[config.mk]
export PLATFORM = sky130hd
export DESIGN_NAME = rcs_top
export DESIGN_NICKNAME = d
export VERILOG_FILES = /design/src/rtl/rcs_pkg.sv /design/src/rtl/rcs_calendar.sv /design/src/rtl/rcs_top.sv
export SDC_FILE = /design/constraint.sdc
export NUM_CORES = 1
export LEC_CHECK = 0
export BUFFER_PORTS_ARGS = -buffer_cell sky130_fd_sc_hd__buf_2
export CORE_MARGIN = 5
export CORE_UTILIZATION = 42
export CTS_BUF_LIST = sky130_fd_sc_hd__clkbuf_16
export CTS_CLUSTER_DIAMETER = 30
export DETAILED_ROUTE_END_ITERATION = 12
export GPL_ROUTABILITY_DRIVEN = 0
export SETUP_SLACK_MARGIN = 0.1
export SLEW_MARGIN = 10
export SYNTH_ARGS = -nofsm -noshare
export SYNTH_HDL_FRONTEND = slang
export SYNTH_HIERARCHICAL = 1
export SYNTH_SLANG_ARGS = --single-unit
[constraint.sdc]
create_clock -name CLK_IN -period 3.85 [get_ports CLK_IN]
set_input_delay 0.77 -clock CLK_IN [delete_from_list [all_inputs] [get_ports CLK_IN]]
set_output_delay 0.77 -clock CLK_IN [all_outputs]
set_load 0.02 [all_outputs]
[src/rtl/rcs_pkg.sv]
`default_nettype none
package rcs_pkg;
    localparam int unsigned CLK_HZ       = 20_000_000;
    localparam int unsigned XTAL_HZ      = 32768;
    localparam int unsigned SEC_DIV      = XTAL_HZ;
    localparam int unsigned RST_DELAY_MS = 250;
    localparam int unsigned WD0_MS       = 250;
    localparam int unsigned WD1_MS       = 750;
    localparam int unsigned WD2_MS       = 1750;
    localparam int unsigned OSC_FAIL_US  = 100;
    localparam int unsigned RST_CYC      = CLK_HZ / 1000 * RST_DELAY_MS;
    localparam int unsigned WD0_CYC      = CLK_HZ / 1000 * WD0_MS;
    localparam int unsigned WD1_CYC      = CLK_HZ / 1000 * WD1_MS;
    localparam int unsigned WD2_CYC      = CLK_HZ / 1000 * WD2_MS;
    localparam int unsigned OSC_FAIL_CYC = CLK_HZ / 1_000_000 * OSC_FAIL_US;
    localparam int          CNT_W        = 26;

    localparam logic [7:0] OFS_TIME    = 8'h00;
    localparam logic [7:0] OFS_COMMIT  = 8'h20;
    localparam logic [7:0] OFS_STATUS  = 8'h24;
    localparam logic [7:0] OFS_CONTROL = 8'h28;
    localparam logic [7:0] OFS_KICK    = 8'h2c;
    localparam logic [7:0] OFS_ALARM   = 8'h40;

    localparam int ST_RTCF = 0;
    localparam int ST_WEL  = 1;
    localparam int ST_OSCF = 4;
    localparam int ST_AL0  = 5;
    localparam int ST_AL1  = 6;
    localparam int ST_BAT  = 7;
    localparam int CMT_GO  = 0;
    localparam int ALM_EN  = 7;
    localparam int HR_MIL  = 7;
    localparam int HR_PM   = 5;

    localparam logic [2:0] THR_MAX = 3'h4;
    localparam logic [2:0] DOW_MAX = 3'h6;

    typedef enum logic [1:0] {FS_OFF = 2'h0, FS_1HZ = 2'h1, FS_4K = 2'h2, FS_32K = 2'h3} rcs_fsel_t;
    typedef enum logic [1:0] {SV_HOLD = 2'h0, SV_RUN = 2'h1, SV_BAT = 2'h3} rcs_sv_t;

    typedef struct packed {
        logic       busbat;
        logic [1:0] wd_sel;
        logic [2:0] thr_sel;
        logic       repeat_en;
        logic       irq_en;
        rcs_fsel_t  fsel;
    } rcs_ctl_t;

    typedef struct packed {
        logic [7:0] cent;
        logic [7:0] dow;
        logic [7:0] year;
        logic [7:0] month;
        logic [7:0] date;
        logic [7:0] hour;
        logic [7:0] min;
        logic [7:0] sec;
    } rcs_time_t;

    localparam rcs_ctl_t   CTL_RST  = '0;
    localparam rcs_time_t  TIME_RST = '{cent: 8'h20, dow: 8'h00, year: 8'h00, month: 8'h01,
                                        date: 8'h01, hour: 8'h12, min: 8'h00, sec: 8'h00};
    localparam logic [7:0] ALM_RST  = 8'h00;
endpackage
`default_nettype wire

[src/rtl/rcs_calendar.sv]
`default_nettype none
module rcs_calendar (
    input  wire logic               clk_in,
    input  wire logic               reset_n_in,
    input  wire logic               tick_in,
    input  wire logic               run_in,
    input  wire logic               load_in,
    input  wire rcs_pkg::rcs_time_t load_val_in,
    output var  rcs_pkg::rcs_time_t time_out
);
    function automatic logic [7:0] bcd_inc(input logic [7:0] v);
        if (v[3:0] == 4'h9) begin
            return {v[7:4] + 4'h1, 4'h0};
        end
        return {v[7:4], v[3:0] + 4'h1};
    endfunction

    // one century only: every fourth year, 00 included, is leap
    function automatic logic leap(input logic [7:0] y);
        return y[4] ? (y[3:0] == 4'h2 || y[3:0] == 4'h6)
                    : (y[3:0] == 4'h0 || y[3:0] == 4'h4 || y[3:0] == 4'h8);
    endfunction

    function automatic logic [7:0] last_date(input logic [7:0] m, input logic [7:0] y);
        case (m)
            8'h02:                      return leap(y) ? 8'h29 : 8'h28;
            8'h04, 8'h06, 8'h09, 8'h11: return 8'h30;
            default:                    return 8'h31;
        endcase
    endfunction

    wire logic [7:0] h24 = bcd_inc({2'h0, time_out.hour[5:0]});
    wire logic [7:0] h12 = bcd_inc({3'h0, time_out.hour[4:0]});
    rcs_pkg::rcs_time_t nxt;
    logic               day_c;

    always_comb begin
        nxt   = time_out;
        day_c = 1'b0;
        if (time_out.sec != 8'h59) begin
            nxt.sec = bcd_inc(time_out.sec);
        end else begin
            nxt.sec = 8'h00;
            if (time_out.min != 8'h59) begin
                nxt.min = bcd_inc(time_out.min);
            end else begin
                nxt.min = 8'h00;
                if (time_out.hour[rcs_pkg::HR_MIL]) begin
                    if (time_out.hour[5:0] == 6'h23) begin
                        nxt.hour[5:0] = 6'h00;
                        day_c         = 1'b1;
                    end else begin
                        nxt.hour[5:0] = h24[5:0];
                    end
                end else if (time_out.hour[4:0] == 5'h12) begin
                    nxt.hour[4:0] = 5'h01;
                end else if (time_out.hour[4:0] == 5'h11) begin
                    nxt.hour[4:0]             = 5'h12;
                    nxt.hour[rcs_pkg::HR_PM]  = ~time_out.hour[rcs_pkg::HR_PM];
                    day_c                     = time_out.hour[rcs_pkg::HR_PM];
                end else begin
                    nxt.hour[4:0] = h12[4:0];
                end
            end
        end
        if (day_c) begin
            nxt.dow = (time_out.dow[2:0] == rcs_pkg::DOW_MAX) ? 8'h00 :
                      {5'h00, time_out.dow[2:0] + 3'h1};
            if (time_out.date != last_date(time_out.month, time_out.year)) begin
                nxt.date = bcd_inc(time_out.date);
            end else begin
                nxt.date = 8'h01;
                if (time_out.month != 8'h12) begin
                    nxt.month = bcd_inc(time_out.month);
                end else begin
                    nxt.month = 8'h01;
                    nxt.year  = (time_out.year == 8'h99) ? 8'h00 : bcd_inc(time_out.year);
                    nxt.cent  = (time_out.year == 8'h99) ? bcd_inc(time_out.cent) : time_out.cent;
                end
            end
        end
    end

    always_ff @(posedge clk_in or negedge reset_n_in) begin
        if (!reset_n_in) begin
            time_out <= rcs_pkg::TIME_RST;
        end else if (load_in) begin
            time_out <= load_val_in;
        end else if (tick_in && run_in) begin
            time_out <= nxt;
        end
    end
endmodule
`default_nettype wire

[src/rtl/rcs_top.sv]
// Contract
// - count seconds to years from crystal
// - leap years handled, valid through 2099
// - short months roll over; 12/24 hour select
// - after total loss, stopped until byte written
// - clock read latches time, served from latch
// - alarms compare live time during reads
// - bytes staged, loaded only on valid commit
// - invalid write discards staged bytes
// - new time appears at next second tick
// - counting continues during time writes
// - two alarms match programmable time fields
// - alarm flags pollable, optional interrupt pin
// - repeat mode gives recurring alarm events
// - pin selects off, 1Hz, 4096Hz, 32768Hz
// - interrupt mode pulls pin low, open drain
// - reset released 250 ms after supply good
// - reset on low supply, five thresholds
// - watchdog off or 0.25/0.75/1.75 s
// - bus ignored during reset unless enabled
// - watchdog disabled on backup supply
// - battery-mode reset holds until main supply
// - time registers are BCD within ranges
// - status read clears only earlier flags
// - weekday counts 0 to 6, default 0
`default_nettype none
module rcs_top #(
    parameter int unsigned RST_CYC = rcs_pkg::RST_CYC,
    parameter int unsigned WD0_CYC = rcs_pkg::WD0_CYC,
    parameter int unsigned WD1_CYC = rcs_pkg::WD1_CYC,
    parameter int unsigned WD2_CYC = rcs_pkg::WD2_CYC
) (
    input  wire logic        CLK_IN,
    input  wire logic        RESET_N_IN,
    input  wire logic        WB_CYC_IN,
    input  wire logic        WB_STB_IN,
    input  wire logic        WB_WE_IN,
    input  wire logic [7:0]  WB_ADR_IN,
    input  wire logic [3:0]  WB_SEL_IN,
    input  wire logic [31:0] WB_DAT_IN,
    output var  logic [31:0] WB_DAT_OUT,
    output var  logic        WB_ACK_OUT,
    input  wire logic        CRYSTAL_AMP_INPUT_IN,
    output var  logic        CRYSTAL_AMP_OUTPUT_OUT,
    input  wire logic [4:0]  SUPPLY_ABOVE_IN,
    input  wire logic        BATTERY_MODE_IN,
    output var  logic        ALARM_IRQ_FREQ_OUT_PIN_OUT,
    output var  logic        ALARM_IRQ_FREQ_OUT_PIN_OE_OUT,
    output var  logic        RESET_N_PIN_OUT,
    output var  logic        RESET_N_PIN_OE_OUT
);
    localparam int         CW      = rcs_pkg::CNT_W;
    localparam logic [11:0] OSC_LIM = 12'(rcs_pkg::OSC_FAIL_CYC);
    localparam logic [14:0] DIV_TOP = 15'(rcs_pkg::SEC_DIV - 1);

    function automatic logic is_at(input logic [7:0] a, input logic [7:0] o);
        return a[7:2] == o[7:2];
    endfunction

    function automatic logic [CW-1:0] wd_lim(input logic [1:0] s);
        case (s)
            2'h1:    return CW'(WD0_CYC - 1);
            2'h2:    return CW'(WD1_CYC - 1);
            default: return CW'(WD2_CYC - 1);
        endcase
    endfunction

    // pin synchronisers
    logic        xs1_q;
    logic        xs2_q;
    logic        xs3_q;
    logic [4:0]  sup1_q;
    logic [4:0]  sup2_q;
    logic        bat1_q;
    logic        bat2_q;

    logic [14:0] div_q;
    logic        tick_d_q;
    logic [11:0] osc_q;
    logic        oscf_q;

    logic        ack_q;
    rcs_pkg::rcs_ctl_t ctl_q;
    logic        wel_q;
    logic        rtcf_q;
    logic [63:0] stage_q;
    logic [7:0]  mask_q;
    logic        pending_q;
    logic [63:0] snap_q;
    logic [7:0]  alm_q [0:11];
    logic [1:0]  armed_q;
    logic [1:0]  flag_q;

    rcs_pkg::rcs_sv_t sv_q;
    rcs_pkg::rcs_sv_t sv_d;
    logic [CW-1:0] por_q;
    logic [CW-1:0] wd_q;

    rcs_pkg::rcs_time_t live;
    logic [63:0] merged;
    logic [7:0]  status_v;
    logic [1:0]  match;

    // rising crystal edges become one-cycle enables
    wire logic xtal_en  = xs2_q & ~xs3_q;
    wire logic sec_tick = xtal_en & (div_q == DIV_TOP);
    wire logic [63:0] live_v = live;

    // register bus decode
    wire logic       bus_ok  = (sv_q == rcs_pkg::SV_RUN) | ctl_q.busbat;
    wire logic       req     = WB_CYC_IN & WB_STB_IN & ~ack_q;
    wire logic       wr      = req & WB_WE_IN & bus_ok;
    wire logic       rd      = req & ~WB_WE_IN & bus_ok;
    wire logic       lane0   = WB_SEL_IN[0];
    wire logic       hit_tm  = WB_ADR_IN[7:5] == rcs_pkg::OFS_TIME[7:5];
    wire logic [2:0] tidx    = WB_ADR_IN[4:2];
    wire logic       hit_al  = (WB_ADR_IN[7:6] == rcs_pkg::OFS_ALARM[7:6]) && (tidx < 3'h6);
    wire logic [3:0] aidx    = WB_ADR_IN[5] ? ({1'b0, tidx} + 4'h6) : {1'b0, tidx};
    wire logic       wr_tm   = wr & hit_tm & lane0;
    wire logic       wr_cmt  = wr & is_at(WB_ADR_IN, rcs_pkg::OFS_COMMIT) & lane0;
    wire logic       wr_st   = wr & is_at(WB_ADR_IN, rcs_pkg::OFS_STATUS) & lane0;
    wire logic       wr_ctl  = wr & is_at(WB_ADR_IN, rcs_pkg::OFS_CONTROL);
    wire logic       kick    = wr & is_at(WB_ADR_IN, rcs_pkg::OFS_KICK);
    wire logic       wr_al   = wr & hit_al & lane0;
    wire logic       rd_st   = rd & is_at(WB_ADR_IN, rcs_pkg::OFS_STATUS);
    wire logic       rd_snap = rd & hit_tm & (tidx == 3'h0);
    wire logic       cmt_ok  = WB_DAT_IN[rcs_pkg::CMT_GO] & wel_q & (|mask_q);

    // the first time word returns live data and freezes the rest
    wire logic [7:0] tm_byte = (tidx == 3'h0) ? live_v[7:0] : snap_q[{tidx, 3'h0} +: 8];
    wire logic [31:0] rd_data =
        !bus_ok                                       ? 32'h0 :
        hit_tm                                        ? {24'h0, tm_byte} :
        is_at(WB_ADR_IN, rcs_pkg::OFS_COMMIT)         ? {23'h0, mask_q, pending_q} :
        is_at(WB_ADR_IN, rcs_pkg::OFS_STATUS)         ? {24'h0, status_v} :
        is_at(WB_ADR_IN, rcs_pkg::OFS_CONTROL)        ? {22'h0, ctl_q} :
        hit_al                                        ? {24'h0, alm_q[aidx]} :
        32'h0;

    // supervisor and watchdog
    wire logic [2:0] thr    = (ctl_q.thr_sel > rcs_pkg::THR_MAX) ? rcs_pkg::THR_MAX : ctl_q.thr_sel;
    wire logic       sup_ok = sup2_q[thr];
    wire logic       wd_run = (sv_q == rcs_pkg::SV_RUN) & (ctl_q.wd_sel != 2'h0) & ~bat2_q;
    wire logic       wd_exp = wd_run & (wd_q == wd_lim(ctl_q.wd_sel));

    // output pin source
    wire logic fr_lvl = (ctl_q.fsel == rcs_pkg::FS_1HZ) ? div_q[14] :
                        (ctl_q.fsel == rcs_pkg::FS_4K)  ? div_q[2]  : xs2_q;
    wire logic irq_drv = (ctl_q.fsel == rcs_pkg::FS_OFF) ? (ctl_q.irq_en & (|flag_q)) : ~fr_lvl;

    always_comb begin
        status_v                  = 8'h00;
        status_v[rcs_pkg::ST_BAT]  = bat2_q;
        status_v[rcs_pkg::ST_AL1]  = flag_q[1];
        status_v[rcs_pkg::ST_AL0]  = flag_q[0];
        status_v[rcs_pkg::ST_OSCF] = oscf_q;
        status_v[rcs_pkg::ST_WEL]  = wel_q;
        status_v[rcs_pkg::ST_RTCF] = rtcf_q;
    end

    // unwritten bytes keep the running value
    for (genvar g = 0; g < 8; g++) begin : g_merge
        assign merged[g*8 +: 8] = mask_q[g] ? stage_q[g*8 +: 8] : live_v[g*8 +: 8];
    end

    for (genvar g = 0; g < 2; g++) begin : g_alm
        logic [5:0] en;
        logic [5:0] ok;
        for (genvar f = 0; f < 6; f++) begin : g_fld
            localparam int LB = (f == 5) ? 6 : f;
            assign en[f] = alm_q[g*6+f][rcs_pkg::ALM_EN];
            assign ok[f] = ~en[f] | (alm_q[g*6+f][6:0] == live_v[LB*8 +: 7]);
        end
        assign match[g] = (|en) & (&ok);
    end

    wire logic [1:0] evt = {2{tick_d_q}} & armed_q & match;

    always_comb begin
        sv_d = sv_q;
        case (sv_q)
            rcs_pkg::SV_HOLD: begin
                // backup supply locks the reset until main power returns
                if (bat2_q) begin
                    sv_d = rcs_pkg::SV_BAT;
                end else if (sup_ok && por_q == CW'(RST_CYC - 1)) begin
                    sv_d = rcs_pkg::SV_RUN;
                end
            end
            rcs_pkg::SV_RUN: begin
                if (!sup_ok) begin
                    sv_d = bat2_q ? rcs_pkg::SV_BAT : rcs_pkg::SV_HOLD;
                end else if (wd_exp) begin
                    sv_d = rcs_pkg::SV_HOLD;
                end
            end
            rcs_pkg::SV_BAT: begin
                if (!bat2_q) begin
                    sv_d = rcs_pkg::SV_HOLD;
                end
            end
            default: begin
                sv_d = rcs_pkg::SV_HOLD;
            end
        endcase
    end

    rcs_calendar u_cal (
        .clk_in      (CLK_IN),
        .reset_n_in  (RESET_N_IN),
        .tick_in     (sec_tick & ~pending_q),
        .run_in      (~rtcf_q),
        .load_in     (sec_tick & pending_q),
        .load_val_in (rcs_pkg::rcs_time_t'(merged)),
        .time_out    (live)
    );

    always_ff @(posedge CLK_IN or negedge RESET_N_IN) begin
        if (!RESET_N_IN) begin
            xs1_q  <= 1'b0;
            xs2_q  <= 1'b0;
            xs3_q  <= 1'b0;
            sup1_q <= 5'h00;
            sup2_q <= 5'h00;
            bat1_q <= 1'b0;
            bat2_q <= 1'b0;
        end else begin
            xs1_q  <= CRYSTAL_AMP_INPUT_IN;
            xs2_q  <= xs1_q;
            xs3_q  <= xs2_q;
            sup1_q <= SUPPLY_ABOVE_IN;
            sup2_q <= sup1_q;
            bat1_q <= BATTERY_MODE_IN;
            bat2_q <= bat1_q;
        end
    end

    // divider runs free so a commit waits for a real second boundary
    always_ff @(posedge CLK_IN or negedge RESET_N_IN) begin
        if (!RESET_N_IN) begin
            div_q    <= 15'h0000;
            tick_d_q <= 1'b0;
            osc_q    <= 12'h000;
            oscf_q   <= 1'b0;
            CRYSTAL_AMP_OUTPUT_OUT <= 1'b1;
        end else begin
            div_q    <= xtal_en ? div_q + 15'h0001 : div_q;
            tick_d_q <= sec_tick;
            osc_q    <= xtal_en ? 12'h000 : ((osc_q == OSC_LIM) ? osc_q : osc_q + 12'h001);
            oscf_q   <= osc_q == OSC_LIM;
            CRYSTAL_AMP_OUTPUT_OUT <= ~xs2_q;
        end
    end

    always_ff @(posedge CLK_IN or negedge RESET_N_IN) begin
        if (!RESET_N_IN) begin
            ack_q      <= 1'b0;
            WB_ACK_OUT <= 1'b0;
            WB_DAT_OUT <= 32'h0;
        end else begin
            ack_q      <= req;
            WB_ACK_OUT <= req;
            WB_DAT_OUT <= (req & ~WB_WE_IN) ? rd_data : 32'h0;
        end
    end

    always_ff @(posedge CLK_IN or negedge RESET_N_IN) begin
        if (!RESET_N_IN) begin
            ctl_q  <= rcs_pkg::CTL_RST;
            wel_q  <= 1'b0;
            rtcf_q <= 1'b1;
            snap_q <= 64'h0;
        end else begin
            if (wr_ctl) begin
                ctl_q <= rcs_pkg::rcs_ctl_t'({WB_SEL_IN[1] ? WB_DAT_IN[9:8] : ctl_q[9:8],
                                              lane0 ? WB_DAT_IN[7:0] : ctl_q[7:0]});
            end
            if (wr_st) begin
                wel_q <= WB_DAT_IN[rcs_pkg::ST_WEL];
            end
            if (wr_tm) begin
                rtcf_q <= 1'b0;
            end
            if (rd_snap) begin
                snap_q <= live_v;
            end
        end
    end

    always_ff @(posedge CLK_IN or negedge RESET_N_IN) begin
        if (!RESET_N_IN) begin
            stage_q   <= 64'h0;
            mask_q    <= 8'h00;
            pending_q <= 1'b0;
        end else begin
            if (pending_q && sec_tick) begin
                pending_q <= 1'b0;
                mask_q    <= 8'h00;
            end
            if (wr_tm) begin
                stage_q[{tidx, 3'h0} +: 8] <= WB_DAT_IN[7:0];
                mask_q[tidx]               <= 1'b1;
            end
            if (wr_cmt && cmt_ok) begin
                pending_q <= 1'b1;
            end else if (wr_cmt) begin
                mask_q <= 8'h00;
            end
        end
    end

    always_ff @(posedge CLK_IN or negedge RESET_N_IN) begin
        if (!RESET_N_IN) begin
            for (int i = 0; i < 12; i++) begin
                alm_q[i] <= rcs_pkg::ALM_RST;
            end
            armed_q <= 2'h0;
            flag_q  <= 2'h0;
        end else begin
            if (wr_al) begin
                alm_q[aidx] <= WB_DAT_IN[7:0];
            end
            for (int a = 0; a < 2; a++) begin
                if (wr_al && WB_ADR_IN[5] == a[0]) begin
                    armed_q[a] <= 1'b1;
                end else if (evt[a] && !ctl_q.repeat_en) begin
                    armed_q[a] <= 1'b0;
                end
            end
            // an event in the clearing cycle survives
            flag_q <= rd_st ? evt : (flag_q | evt);
        end
    end

    always_ff @(posedge CLK_IN or negedge RESET_N_IN) begin
        if (!RESET_N_IN) begin
            sv_q               <= rcs_pkg::SV_HOLD;
            por_q              <= '0;
            wd_q               <= '0;
            RESET_N_PIN_OUT    <= 1'b0;
            RESET_N_PIN_OE_OUT <= 1'b1;
            ALARM_IRQ_FREQ_OUT_PIN_OUT    <= 1'b1;
            ALARM_IRQ_FREQ_OUT_PIN_OE_OUT <= 1'b0;
        end else begin
            sv_q  <= sv_d;
            por_q <= (sv_q == rcs_pkg::SV_HOLD && sv_d == rcs_pkg::SV_HOLD && sup_ok) ?
                     por_q + 1'b1 : '0;
            wd_q  <= (!wd_run || kick || wd_exp) ? '0 : wd_q + 1'b1;
            RESET_N_PIN_OUT    <= sv_d == rcs_pkg::SV_RUN;
            RESET_N_PIN_OE_OUT <= sv_d != rcs_pkg::SV_RUN;
            ALARM_IRQ_FREQ_OUT_PIN_OUT    <= ~irq_drv;
            ALARM_IRQ_FREQ_OUT_PIN_OE_OUT <= irq_drv;
        end
    end
endmodule
`default_nettype wire

==> results of run 1 <==
## worst max-delay path, cell delays in order, from the launching register on
cell       delay, ps
dfrtp_1          390
and3_1           180
and2_1           200
and3_1           170
nand3_1          170
nor2_1           190
nand2_1          180
nor3_1           230
buf_4            200
o211a_1          210
buf_4            200
o2111ai_1        380
or3_1            470
a31oi_1          170
## cell usage after synthesis (all sizes together) (9+ instances only)
cell type / number / area [sq um]
dfrtp: 418 / 10500
mux2: 300 / 3380
nand2: 166 / 636
nor2: 145 / 599
xor2: 87 / 762
xnor2: 72 / 631
o21ai: 66 / 330
nand3: 62 / 315
buf: 61 / 404
a21oi: 55 / 275
clkbuf: 43 / 161
inv: 41 / 154
and2: 39 / 244
nand4: 39 / 259
mux4: 35 / 788
ha: 34 / 425
nor3: 33 / 181
and3: 24 / 150
mux2i: 19 / 190
nor2b: 17 / 114
nand2b: 16 / 100
nor4: 15 / 113
o41ai: 15 / 131
a211oi: 14 / 110
a31oi: 12 / 90.1
nor3b: 12 / 106
o31ai: 12 / 95.1
a221o: 10 / 100
dfstp: 9 / 236
nor4b: 9 / 93.8
or3: 9 / 56.3
## power groups by stage
stage,sequential [uW],combinational (uW),clock (uW)
after detailed placement,4730,560,0
final,4660,559,9220
after floorplan,4700,318,0
after global placement,4720,549,0
after global routing,4670,619,9600
after CTS,4660,563,9320
## routing by layer
metal | part of all wire | vias to the layer above | GRT usage
li1 | - | 7609 | -
met1 | 0.43 | 8806 | 0.325
met2 | 0.45 | 784 | 0.349
met3 | 0.085 | 146 | 0.0524
met4 | 0.035 | 0 | 0.0886
met5 | 0 | - | 0
## sequential cells by signal (all words and copies together), names as in the netlist, 2 cells and up
register,flops
sv_q,2
sup1_q,5
wd_q,26
div_q,15
armed_q,2
stage_q,64
snap_q,64
osc_q,12
flag_q,2
ctl_q,10
sup2_q,5
por_q,26
WB_DAT_OUT,10
alm_q,96
u_cal/time_out,64
mask_q,8
## layout by cell type, fill, tap and decap left out, types with 44 or more instances in the layout
cell,n
buf_4,57
xor2_1,86
buf_2,44
o21ai_0,63
dfrtp_1,418
inv_1,54
xnor2_1,72
clkbuf_16,109
nand3_1,61
nand2_1,161
a21oi_1,55
nor2_1,137
mux2_2,296
## through the flow
stage,util,hold WS [ps],cell area [sq um],instances
after floorplan,-,331,22900,2044
final,0.516,222,27800,2942
after global placement,0.447,333,24100,2746
after global routing,0.516,216,27800,2942
after detailed placement,0.447,337,24100,2746
after CTS,0.516,215,27800,2942
## how the worst max path moves through the flow
stage | cells past startpoint | start | slack [ps] | end
floorplan | 12 | xs2_q | 840 | u_cal/time_out[47]
global placement | 8 | WB_ADR_IN[3] | 490 | alm_q[84]
detailed placement | 8 | WB_ADR_IN[3] | 400 | alm_q[82]
CTS | 13 | div_q[6] | 450 | u_cal/time_out[63]
global route | 13 | div_q[6] | 220 | u_cal/time_out[63]
finish | 13 | div_q[6] | 430 | u_cal/time_out[63]
## logic make-up (layout without fill, tap and decap cells)
logic type	Yosys count	in the layout
buffers and inverters	146	348
flip-flops	427	427
AO/OA/AOI/OAI	277	277
AND/OR/NAND/NOR	625	625
other	1	22
XOR/XNOR	159	159
adder cells (fa/ha/maj)	34	34
multiplexers	354	354
## cell type report
cell class | instances | area (sq um)
clock buffer | 109 | 2730
clock inverter | 87 | 1010
fill | 4636 | 26100
inverter | 42 | 158
multi-input combinational | 1471 | 11500
sequential | 427 | 10700
tap | 696 | 871
timing repair buffer | 110 | 823
==> metrics.cfg, run 1 <==
[run_status]
status = finished, final reports clean

[timing]
setup_viol = 0
period_share = 0.888
relSlewSlack = 0.379
worstMarginPinSlew_ps = 920
hold_viol = 0
final.min_clock_period_ps = 3420
final_max_slew_viol_count = 0
setup_tns_ps = 0
setup_ws_ps = 432
max_freq_mhz = 293
rsz0062_at_grt = false
fin_worst_skew_ps = 32.6

[clock_network]
cts-root-buf = clkbuf_16
clockBufferDepth = 3
cts_tree = done
cts_setup_buffers = 0
cts_buffers = 107
clock_sinks = 427
cts-resized-gates = 0
hold_buffers = 0
path_clk_slew_ps = 50
clk-insertion-delay-late_ps = 650
htreeDepth = 3

[die]
fp.dieH_um = 243
chipWidth_um = 243
ios = 94
fp.coreArea_sq_um = 53900
rows = 85
start_util = 0.424
die-area_sq_um = 59200

[route]
vias_per_cell = 5.90
drt_iter0_drc = 1556
ant_nets = 0
wirelength_um = 68700
drc = 0
vias = 17345
dr.pass1.iters = 6
wl_per_cell_um = 23.4

[logic_synthesis]
synth-seq-area-share = 0.468
synthArstFlopShare = 1.00
synth_top_family_by_area = multiplexers
syn-instance-count = 2023
synth_adder_area_share = 0.0186
synthesis.area_sq_um = 22900
synth_mux_area_frac = 0.191
synth_warnings = 6
yosys_register_bits = 427
ys.flop_type = dfrtp_1
synth_edf_count = 0
synth_compound_area_frac = 0.0856
yosys.area_share.xor_xnor = 0.0609
avgSynthCellArea_sq_um = 11.3
synthSimpleGateAreaFrac = 0.145
ys_types = 94

[flow_run]
cap_viol_max_count = 0

[worst_setup_path]
startpoint_type = flop
cp.arrival_ps = 3970
r2r-start = div_q[6]
cp.required_ps = 4400
rrSetupSlack_ps = 430
cp_max_fo = 11
r2r_cells = 13
worstReg2RegEnd = u_cal/time_out[63]
cp-end-kind = flop
critPathKind = reg2reg

[grt]
grt_max_degree = 102
grt_overflow = 0
grt_pass1_wl_um = 107000
grt_antenna_before_repair = 2
gr-usage-all-layers = 0.231
grt_pass1_vias = 17518

[placed_design]
hpwlAfterDp_um = 47300
io_buffers = 45
pre_cts_ws_ps = 401

[cells_and_area]
area_delta_synth_final_pct = 21.7
fin_nets = 2249
drive_above_1_share = 0.293
antennaDiodeCount = 0

[pwr]
p_comb_frac = 0.039
p_total_uw = 14400
internal_power_uw = 11200
power.share.clock = 0.638
ir_worst_vdd_mv = 0.343
switching_share = 0.222
powerDensity_nw_per_um2 = 519
p_leak_uw = 0.0128
p_seq_frac = 0.323
p_switching_uw = 3210

[min_path]
hp-class = in2async

No activity file was read; power rests on OpenSTA's default activity.
==> run 2: changes to the inputs <==
Settings changed: CORE_MARGIN 5 to default.
==> run 2 against run 1 <==
  * Register-to-register slack lost 40 ps
  * Critical path depth shrank 2
  * Sequential share of layout area grew 0.50 points
  * Critical endpoint is now u_cal/time_out[35]
  * Largest power group unchanged
  * Highest routed layer is now met5
==> metrics.cfg, run 2 (synthesis gave the netlist of run 1 again) <==
[route]
vias = 17187  ; -0.91%
drc = 0  ; unchanged
vias_per_cell = 5.89  ; -0.13%
wl_per_cell_um = 23.4  ; about the same
wirelength_um = 68200  ; -0.81%
drt_iter0_drc = 1587  ; +2.0%
ant_nets = 0  ; unchanged
dr.pass1.iters = 6  ; unchanged

[timing]
final.min_clock_period_ps = 3450  ; +36.3 ps
setup_viol = 0  ; unchanged
setup_tns_ps = 0  ; unchanged
fin_worst_skew_ps = 49.0  ; +16.4 ps
whs_ps = 165  ; -57.7 ps
worstMarginPinSlew_ps = 891  ; -29.5 ps
final_max_slew_viol_count = 0  ; unchanged
period_share = 0.897  ; +0.00943
rsz0062_at_grt = false
max_freq_mhz = 289  ; -1.1%
relSlewSlack = 0.402  ; +0.0232
hold_viol = 0  ; unchanged

[grt]
gr-usage-all-layers = 0.249  ; +0.0183
grt_pass1_vias = 17102  ; -2.4%
grt_overflow = 0  ; unchanged
grt_pass1_wl_um = 105000  ; -1.6%
grt_antenna_before_repair = 4  ; +2
grt_max_degree = 94  ; -7.8%

[worst_setup_path]
cp-end-kind = flop
cp_max_fo = 7  ; -4
startpoint_type = flop
cp.arrival_ps = 4000  ; +30 ps
critPathKind = reg2reg
cp.required_ps = 4400  ; about the same

[die]
fp.dieH_um = 235  ; -3.3%
start_util = 0.425  ; +0.000838
chipWidth_um = 235  ; -3.3%
ios = 94  ; unchanged
rows = 85  ; unchanged
die-area_sq_um = 55400  ; -6.5%
fp.coreArea_sq_um = 53800  ; -0.20%

[pwr]
power.share.clock = 0.620  ; -0.018
ir_worst_vdd_mv = 0.302  ; -12%
p_total_uw = 13700  ; -5.0%
p_seq_frac = 0.339  ; +0.016
powerDensity_nw_per_um2 = 500  ; -3.7%
switching_share = 0.243  ; +0.0209
internal_power_uw = 10400  ; -7.5%
p_leak_uw = 0.0126  ; -1.6%
p_switching_uw = 3330  ; +4.0%
p_comb_frac = 0.041  ; +0.002

[clock_network]
cts_tree = done
clk-insertion-delay-late_ps = 650  ; about the same
clock_sinks = 427  ; unchanged
clockBufferDepth = 3  ; unchanged
hold_buffers = 0  ; unchanged
htreeDepth = 3  ; unchanged
cts_buffers = 97  ; -9.3%
path_clk_slew_ps = 60  ; about the same
cts-root-buf = clkbuf_16

[cells_and_area]
area_delta_synth_final_pct = 20.1
final_common_cell = dfrtp_1
fin_nets = 2230  ; -0.84%
largest_reg_flops = 96  ; unchanged
drive_above_1_share = 0.288  ; -0.00436
ff_latch_area_sq_um = 10700  ; unchanged
fillers = 4652  ; +0.35%
post-route-cell-area_sq_um = 27500  ; -1.3%
top_register = alm_q
final_cell_mix = dfrtp_1 (418), mux2_2 (296), nand2_1 (161)
multi_input_area_sq_um = 11500  ; about the same

[run_status]
status = finished, final reports clean

[placed_design]
io_buffers = 45  ; unchanged
placed_area_sq_um = 24000  ; -0.34%
hpwlAfterDp_um = 47200  ; -0.14%

[flow_run]
cap_viol_max_count = 0  ; unchanged

[min_path]
hp-class = in2async

run 2: changes by cell type in the layout (fill, tap and decap cells not counted), sizes merged:
cell      before  now
clkinv        40   38
inv           56   69
buf          110  101
diode          0    2
clkinvlp      12    4
clkbuf       109   97
bufinv        21   14
run 2: stage by stage:
step | setup WS (ps) | cells | utilization
2_1_floorplan | 840 | 2044 | -
3_3_place_gp | 376 | 2735 | 0.446
3_5_place_dp | 305 | 2735 | 0.446
4_1_cts | 266 | 2915 | 0.510
5_1_grt | 197 | 2918 | 0.510
6_report | 395 | 2919 | 0.510
run 2: what timing repair did:
item                       CTS  global route
setup endpoints to repair    0             7
gates resized for setup      0             3
setup buffers                0             2
run 2: power groups by stage:
stage	clock (uW)	sequential, uW	combinational [uW]
2_1_floorplan	0	4700	318
3_3_place_gp	0	4720	548
3_5_place_dp	0	4730	562
4_1_cts	8620	4660	566
5_1_grt	8890	4670	614
6_report	8510	4660	560
run 2: area by class of cell:
cell class	instances	area share
Multi-Input combinational cell	1471	0.420
Clock buffer	97	0.0884
Sequential cell	427	0.390
Inverter	42	0.00574
Clock inverter	83	0.0366
Tap cell	696	0.0317
Antenna cell	2	0.000182
Timing Repair Buffer	101	0.0275
run 2: worst paths after layout:
| check | startpoint | to | cells after the start | slack [ps] |
|---|---|---|---|---|
| max | xs2_q | u_cal/time_out[35] | 11 | 400 |
| min | RESET_N_IN | ctl_q[3] | 1 | 160 |
| max reg2reg | xs2_q | u_cal/time_out[35] | 11 | 400 |
| min reg2reg | xs1_q | xs2_q | 0 | 350 |
| max in group asynchronous | RESET_N_IN | u_cal/time_out[61] | 2 | 2690 |
| min in group CLK_IN | BATTERY_MODE_IN | bat1_q | 1 | 230 |
run 2: worst max-delay path, cell delays in order (launching register included):
cell and delay [ps]:
dfrtp_1 380, nor2b_1 210, nand3_1 110, nor2_2 240, nand3_1 250, nor2_1 210, nand2_1 200, nor2_1 550
o2111ai_1 320, or4_1 540, a2bb2oi_1 150, a31oi_1 190
run 2: layer usage:
metal	vias to the layer above	GRT usage	share of wire	wire length (um)
met3	135	0.0559	0.082	5580
met1	8733	0.339	0.43	29400
li1	7581	-	-	-
met5	-	0	0.00021	14
met2	736	0.385	0.46	31200
met4	2	0.101	0.030	2020
